[src/mb_pkg.sv]
// Purpose: Shared constants for the memory buffer shift and cycle block
// Assumes: Bit position n of the word sits at index n-1
// Notes: Addresses are 12 bits wide, matching four octal digits
package mb_pkg;
	localparam int WORD_W = 16;
	localparam int ADDR_W = 12;
	// ------------------------------------------------------------
	// Special write addresses
	// ------------------------------------------------------------
	localparam logic [11:0] ADDR_CYCLE_RIGHT = 12'h010;
	localparam logic [11:0] ADDR_SHIFT_RIGHT = 12'h011;
	localparam logic [11:0] ADDR_CYCLE_LEFT = 12'h012;
	localparam logic [11:0] ADDR_SHIFT_LEFT = 12'h013;
	// ------------------------------------------------------------
	// Field positions and reset values
	// ------------------------------------------------------------
	localparam int PARITY_IDX = 14;
	localparam int TOP_IDX = 15;
	localparam int LOW_TOP_IDX = 13;
	localparam logic [15:0] WORD_RESET = 16'h0000;
	localparam logic [15:0] PARITY_MASK = 16'h4000;
endpackage

[src/mb_bit_slice.sv]
// Purpose: One bit slice of three write gates
// Assumes: Strobes are active high and one cycle wide
// Notes: Pure combinational gating
`timescale 1ns/1ns
`default_nettype none
module mb_bit_slice (
	// Write line bit
	input wire logic write_line_bit,
	// Gate strobes
	input wire logic straight_en,
	input wire logic right_en,
	input wire logic left_en,
	// Gated outputs
	output logic slice_straight_out,
	output logic slice_right_out,
	output logic slice_left_out
);
	assign slice_straight_out = write_line_bit & straight_en;
	assign slice_right_out = write_line_bit & right_en;
	assign slice_left_out = write_line_bit & left_en;
endmodule
`default_nettype wire

[src/mb_strobe_decode.sv]
// Purpose: Decodes special addresses into the six write strobes
// Assumes: Address and pulses come from logic on the same clock
// Notes: Combinational; strobes exist only inside the write phase
`timescale 1ns/1ns
`default_nettype none
module mb_strobe_decode (
	// Address and write pulse
	input wire logic [11:0] address,
	input wire logic buffer_write_pulse,
	input wire logic phase_234,
	// Strobes
	output logic straight_write_strobe,
	output logic right_move_strobe,
	output logic left_move_strobe,
	output logic wrap_to_top_strobe,
	output logic sign_copy_strobe,
	output logic wrap_to_bottom_strobe
);
	logic write_go;
	logic special;
	assign write_go = buffer_write_pulse & phase_234;
	assign special = (address[11:2] == mb_pkg::ADDR_CYCLE_RIGHT[11:2]);
	assign straight_write_strobe = write_go & ~special;
	assign sign_copy_strobe = write_go & (~special | address == mb_pkg::ADDR_SHIFT_RIGHT
		| address == mb_pkg::ADDR_SHIFT_LEFT);
	assign right_move_strobe = write_go & special & ~address[1];
	assign left_move_strobe = write_go & special & address[1];
	assign wrap_to_top_strobe = write_go & (address == mb_pkg::ADDR_CYCLE_RIGHT);
	assign wrap_to_bottom_strobe = write_go & (address == mb_pkg::ADDR_CYCLE_LEFT);
endmodule
`default_nettype wire

[src/mb_shift_top.sv]
// Purpose: Memory buffer register with shift and cycle write gating
// Assumes: Phase and control inputs are same-clock levels from the sequencer
// Notes: Writes set bits on top of the cleared or held contents
//
// Our own choices: the plain strobed port and the placing of the registers.
`timescale 1ns/1ns
`default_nettype none
module mb_shift_top (
	// Clock and reset
	input wire logic sys_clk,
	input wire logic rst,
	// Write side
	input wire logic [15:0] write_line_bits,
	input wire logic [11:0] address,
	input wire logic buffer_write_pulse,
	input wire logic parity_bit_in,
	// Timing phases
	input wire logic phase_12,
	input wire logic phase_234,
	input wire logic time_six,
	// Sequencer control pulses
	input wire logic buffer_clear_pulse,
	input wire logic read_control_pulse,
	input wire logic generate_parity_pulse,
	input wire logic parity_latch_readout,
	input wire logic counter_increment,
	input wire logic counter_decrement,
	input wire logic counter_shift,
	// Strobes and controls
	output logic straight_write_strobe,
	output logic right_move_strobe,
	output logic left_move_strobe,
	output logic wrap_to_top_strobe,
	output logic sign_copy_strobe,
	output logic wrap_to_bottom_strobe,
	output logic buffer_clear,
	output logic parity_position_clear,
	output logic buffer_read_signal,
	// Data
	output logic [15:0] buffer_word,
	output logic [15:0] read_data
);
	// ------------------------------------------------------------
	// Strobe decode
	// ------------------------------------------------------------
	mb_strobe_decode u_decode (
		.address(address),
		.buffer_write_pulse(buffer_write_pulse),
		.phase_234(phase_234),
		.straight_write_strobe(straight_write_strobe),
		.right_move_strobe(right_move_strobe),
		.left_move_strobe(left_move_strobe),
		.wrap_to_top_strobe(wrap_to_top_strobe),
		.sign_copy_strobe(sign_copy_strobe),
		.wrap_to_bottom_strobe(wrap_to_bottom_strobe)
	);

	// ------------------------------------------------------------
	// Bit slices
	// ------------------------------------------------------------
	logic [15:0] slice_straight_out;
	logic [15:0] slice_right_out;
	logic [15:0] slice_left_out;
	logic [15:0] slice_in;
	logic [15:0] straight_en;
	logic [15:0] right_en;
	logic [15:0] left_en;

	always_comb begin
		for (int k = 0; k < 16; k++) begin
			slice_in[k] = write_line_bits[k];
			straight_en[k] = straight_write_strobe;
			right_en[k] = right_move_strobe;
			left_en[k] = left_move_strobe;
		end
		// Top slice straight gate follows the sign copy strobe
		straight_en[mb_pkg::TOP_IDX] = sign_copy_strobe;
		// Bit one only wraps on cycle right
		right_en[0] = wrap_to_top_strobe;
		// Bit fourteen only wraps on cycle left
		left_en[mb_pkg::LOW_TOP_IDX] = wrap_to_bottom_strobe;
		// Parity slice takes the parity bit and never moves
		slice_in[mb_pkg::PARITY_IDX] = parity_bit_in;
		right_en[mb_pkg::PARITY_IDX] = 1'b0;
		left_en[mb_pkg::PARITY_IDX] = 1'b0;
	end

	for (genvar k = 0; k < 16; k++) begin : g_slice
		mb_bit_slice u_slice (
			.write_line_bit(slice_in[k]),
			.straight_en(straight_en[k]),
			.right_en(right_en[k]),
			.left_en(left_en[k]),
			.slice_straight_out(slice_straight_out[k]),
			.slice_right_out(slice_right_out[k]),
			.slice_left_out(slice_left_out[k])
		);
	end

	// ------------------------------------------------------------
	// Routing of slice outputs to register positions
	// ------------------------------------------------------------
	logic [15:0] gated;

	always_comb begin
		gated = slice_straight_out;
		for (int k = 1; k < 14; k++) begin
			gated[k - 1] = gated[k - 1] | slice_right_out[k];
		end
		gated[mb_pkg::TOP_IDX] = gated[mb_pkg::TOP_IDX] | slice_right_out[0];
		gated[mb_pkg::LOW_TOP_IDX] = gated[mb_pkg::LOW_TOP_IDX] | slice_right_out[mb_pkg::TOP_IDX];
		for (int k = 0; k < 13; k++) begin
			gated[k + 1] = gated[k + 1] | slice_left_out[k];
		end
		gated[mb_pkg::TOP_IDX] = gated[mb_pkg::TOP_IDX] | slice_left_out[mb_pkg::LOW_TOP_IDX];
		gated[0] = gated[0] | slice_left_out[mb_pkg::TOP_IDX];
	end

	// ------------------------------------------------------------
	// Clear and read controls
	// ------------------------------------------------------------
	logic counter_op_flag;
	assign counter_op_flag = counter_increment | counter_decrement | counter_shift;
	assign buffer_clear = (buffer_write_pulse & phase_12) | buffer_clear_pulse;
	assign parity_position_clear = (generate_parity_pulse & phase_12) | buffer_clear_pulse
		| parity_latch_readout;
	assign buffer_read_signal = (read_control_pulse & phase_234) | (time_six & counter_op_flag);

	// ------------------------------------------------------------
	// Buffer register
	// ------------------------------------------------------------
	logic [15:0] word_r;
	logic [15:0] word_nxt;
	logic [15:0] read_r;
	logic [15:0] read_nxt;

	always_comb begin
		word_nxt = word_r;
		if (buffer_clear) begin
			word_nxt = mb_pkg::WORD_RESET;
		end
		if (parity_position_clear) begin
			word_nxt = word_nxt & ~mb_pkg::PARITY_MASK;
		end
		// Set after clear, so a same-cycle write survives
		word_nxt = word_nxt | gated;
		read_nxt = buffer_read_signal ? word_r : mb_pkg::WORD_RESET;
	end

	always_ff @(posedge sys_clk or posedge rst) begin
		if (rst) begin
			word_r <= mb_pkg::WORD_RESET;
			read_r <= mb_pkg::WORD_RESET;
		end else begin
			word_r <= word_nxt;
			read_r <= read_nxt;
		end
	end

	assign buffer_word = word_r;
	assign read_data = read_r;

	// ------------------------------------------------------------
	// Checks
	// ------------------------------------------------------------
	function automatic logic [15:0] base_of(input logic [15:0] w, input logic clr, input logic pclr);
		logic [15:0] b;
		b = clr ? mb_pkg::WORD_RESET : w;
		if (pclr) begin
			b = b & ~mb_pkg::PARITY_MASK;
		end
		return b;
	endfunction

	logic special_write;
	assign special_write = buffer_write_pulse & phase_234 & (address[11:2] == mb_pkg::ADDR_CYCLE_RIGHT[11:2]);
endmodule
`default_nettype wire

[config.mk]
export PLATFORM = sky130hd
export DESIGN_NAME = mb_shift_top
export DESIGN_NICKNAME = d
export VERILOG_FILES = /design/src/mb_pkg.sv /design/src/mb_bit_slice.sv /design/src/mb_strobe_decode.sv /design/src/mb_shift_top.sv
export SDC_FILE = /design/constraint.sdc
export NUM_CORES = 1
export LEC_CHECK = 0
export BUFFER_PORTS_ARGS = -buffer_cell sky130_fd_sc_hd__buf_2
export CAP_MARGIN = 20
export CORE_UTILIZATION = 42
export CTS_BUF_LIST = sky130_fd_sc_hd__clkbuf_8
export DETAILED_ROUTE_END_ITERATION = 8
export PLACE_DENSITY = 0.78
export SLEW_MARGIN = 20
export SYNTH_ARGS = -nofsm -noshare
export SYNTH_HDL_FRONTEND = slang
export SYNTH_SLANG_ARGS = --single-unit
[constraint.sdc]
create_clock -name sys_clk -period 1.4 [get_ports sys_clk]
set_input_delay 0.28 -clock sys_clk [delete_from_list [all_inputs] [get_ports sys_clk]]
set_output_delay 0.28 -clock sys_clk [all_outputs]
set_load 0.01 [all_outputs]
==> flow_summary.toml <==
[cells_and_area]
synthToLayoutAreaGrowth_pct = 44.6
design.final.nets = 285
fill_cells = 334
multi_input_gate_area_in_the_final_layout_um2 = 713
final_instance_area_um2 = 2310
layout-drive-gt1-share_pct = 48.0
antennaDiodeCount = 0
instances_no_fill = 292
final-seq-area_um2 = 801

[sta]
timing_max_transition_violations_final = 0
worst_clock_skew_ns = 0.00246
rsz0062_at_grt = "yes"
worst-slew-pin-transition_ns = 0.436
final_min_period_over_clock_period_pct = 109
hold_slack_ns = 0.0638
slew_headroom_pct = 70.9
fmax_ghz = 0.652
period_minus_slack_ns = 1.53
finalWorstSetupSlack_ns = -0.133
report.final.setup_viol = 13
timing.final.hold_violations = 0

[power]
fin_total_pwr_mw = 2.23
pwr_density_cell_nw_per_um2 = 966
irDropWorstVdd_mv = 0.458
power.static_leakage_nw = 1.20

[die]
placement_rows = 22
die_height_um = 63.7
fp.dieW_um = 63.7
boundaryPins = 83
die-area_um2 = 4060
fp.coreArea_um2 = 3660
initial_core_util_pct = 43.6

[global_route]
largest_net_degree_at_the_start_of_global_routing = 33
global_route.overflow_total = 0
first_global_vias = 1438
global_route_wire_length_before_repair_mm = 6.75
grt_antenna_before_repair = 0
gr-usage-all-layers_pct = 22.0

[placed_design]
place_congestion = 0.750
portBuffers = 81
postPlaceCellArea_um2 = 2100
place.detailed.instances = 279
dp_hpwl_mm = 3.01

[outcome]
status = "finished, violations left"
violated_checks = "setup timing"

[routing]
drcViolationCount = 0
routed_wl_mm = 4.07
first_pass_iters = 4
dr.first_iter.drc_count = 56
viasPerCell = 5.06
route.vias.total = 1478
post_drt_antenna_nets = 0
wire_per_inst_um = 13.9

[setup_path]
worstPathMaxFanout = 4
max_stage_delay_ns = 0.32
path_cells = "buf_6 > nor4b_4 > and3_4 > buf_12 > nor2_1 > buf_2"
cp-start-kind = "input pin"
kind_of_critical_path = "input pin to output port"
cp_data_required_time_ns = 1.12
timing.critical_path.arrival_ns = 1.25
critical_path_endpoint_category = "output port"
timing.critical_path.slowest_stage_cell = "sky130_fd_sc_hd__nor4b_4"

[min_path]
worst_hold_path_type = "input pin to asynchronous set/reset pin"

[clocking]
cts-root-buf = "sky130_fd_sc_hd__clkbuf_8"
clk_buf_depth = 2
clk_transition_reported_paths_ns = 0.07
postCtsHoldBufs = 0
cts_tree = "done"
cts_made_buffers = 5
htree_levels = 2
clock-sinks = 32
clock_latency_ns = 0.28

[synthesis]
synth.top_cells.by_area = "sky130_fd_sc_hd__dfrtp_1, sky130_fd_sc_hd__a221o_1, sky130_fd_sc_hd__mux2i_1, sky130_fd_sc_hd__nand2_1, sky130_fd_sc_hd__and2_1"
flops_latches_synth = 32
mappedNetlistNets = 188
synth.cell_area_um2 = 1600
yosys.area.top_type = "sky130_fd_sc_hd__dfrtp_1"
synth_top_area_share_pct = 50.1
synth_sequential_area_ratio_pct = 50.1
synth.lib_cells_used.distinct = 29
ys.warnings.count = 0
syn_inst = 146
post_synth.cell_area_avg_um2 = 10.9

[run]
drv.max_cap_violation_count = 0
==> stage by stage <==
stage               utilization, %  setup slack (ns)  setup TNS [ns]
floorplan                        -            -0.138          -0.973
global placement              57.4            -0.199           -3.40
detailed placement            57.4            -0.233           -4.39
CTS                           63.3            -0.125          -0.590
global route                  63.1            -0.181           -1.21
finish                        63.1            -0.133          -0.731
==> worst max-delay path: cells and delay by family <==
kind,cells,cell delay (ns)
buffers and inverters,3,0.34
AND/OR/NAND/NOR,3,0.63
==> power breakdown <==
part	leakage (nW)	internal (mW)	switching [mW]
logic	0.717	0.168	0.187
clock network	0.0541	0.526	0.344
registers	0.428	0.979	0.0275
==> layout by cell type, fill, tap and decap left out, drive strengths merged <==
| master | n |
|---|---|
| clkinvlp | 1 |
| and3 | 3 |
| buf | 99 |
| clkinv | 1 |
| a21oi | 4 |
| a2111oi | 1 |
| a22o | 1 |
| dfrtp | 32 |
| a31oi | 2 |
| nor3 | 1 |
| nand3 | 3 |
| o31ai | 2 |
| a211o | 1 |
| and3b | 1 |
| a221o | 13 |
| nor2 | 3 |
| clkbuf | 5 |
| and4 | 1 |
| nor2b | 1 |
| bufinv | 1 |
| and2 | 17 |
| mux2i | 13 |
| nand2 | 32 |
| inv | 4 |
| nor4 | 1 |
| nor4b | 1 |
==> final cells by class <==
| type | instances | area share, % |
|---|---|---|
| inverters | 4 | 0.650 |
| well taps | 48 | 2.60 |
| flip-flops and latches | 32 | 34.7 |
| repair buffers | 99 | 26.4 |
| clock inverters | 3 | 1.84 |
| multi-input cells | 101 | 30.9 |
| clock buffers | 5 | 2.98 |
==> final timing paths <==
path | from | end | slack (ns) | cells past startpoint
min in group sys_clk | parity_bit_in | buffer_word[14] | 0.22 | 2
min reg2reg | buffer_word[1] | read_data[1] | 0.51 | 1
max | address[5] | straight_write_strobe | -0.13 | 6
max reg2reg | buffer_word[8] | buffer_word[8] | 0.56 | 1
max in group asynchronous | rst | read_data[12] | 1.04 | 3
min | rst | read_data[4] | 0.06 | 3
==> Yosys cell counts, drive strengths merged <==
cell type	number
nor4b	1
a221o	13
a21oi	4
buf	6
a22o	1
a2111oi	1
clkbuf	3
nor2b	1
and2	17
nand3	3
mux2i	13
and4	1
and3b	1
nand2	32
nor2	3
a31oi	2
and3	3
nor4	1
dfrtp	32
o31ai	2
nor3	1
a211o	1
inv	4
==> sequential cells by signal, summed over array words and instances (netlist names) <==
register,count
read_data,16
buffer_word,16
==> cells by family (layout without fill, tap and decap cells) <==
| group | count (synthesis) | count (layout) | synth area share [%] |
|---|---|---|---|
| AO/OA/AOI/OAI | 24 | 24 | 13.0 |
| AND/OR/NAND/NOR | 64 | 64 | 22.1 |
| multiplexers | 13 | 13 | 8.14 |
| buffers and inverters | 13 | 111 | 6.66 |
| flip-flops | 32 | 32 | 50.1 |
==> timing repair <==
item / 4_1_cts / 5_1_grt
setup buffers: 6 / 2
setup endpoints to repair: 7 / 18
cloned: 0 / 0
gates resized for setup: 8 / 4
pin swaps: 6 / 2
==> layer usage <==
layer | up-vias | global-route usage [%] | part of all wire (%)
met5 | - | 0 | 0
met4 | 0 | 9.38 | 1.7
met3 | 5 | 5.25 | 6.4
met2 | 69 | 38.3 | 51
met1 | 693 | 25.5 | 41
li1 | 711 | - | -
Power figures use the tool's default switching activity.
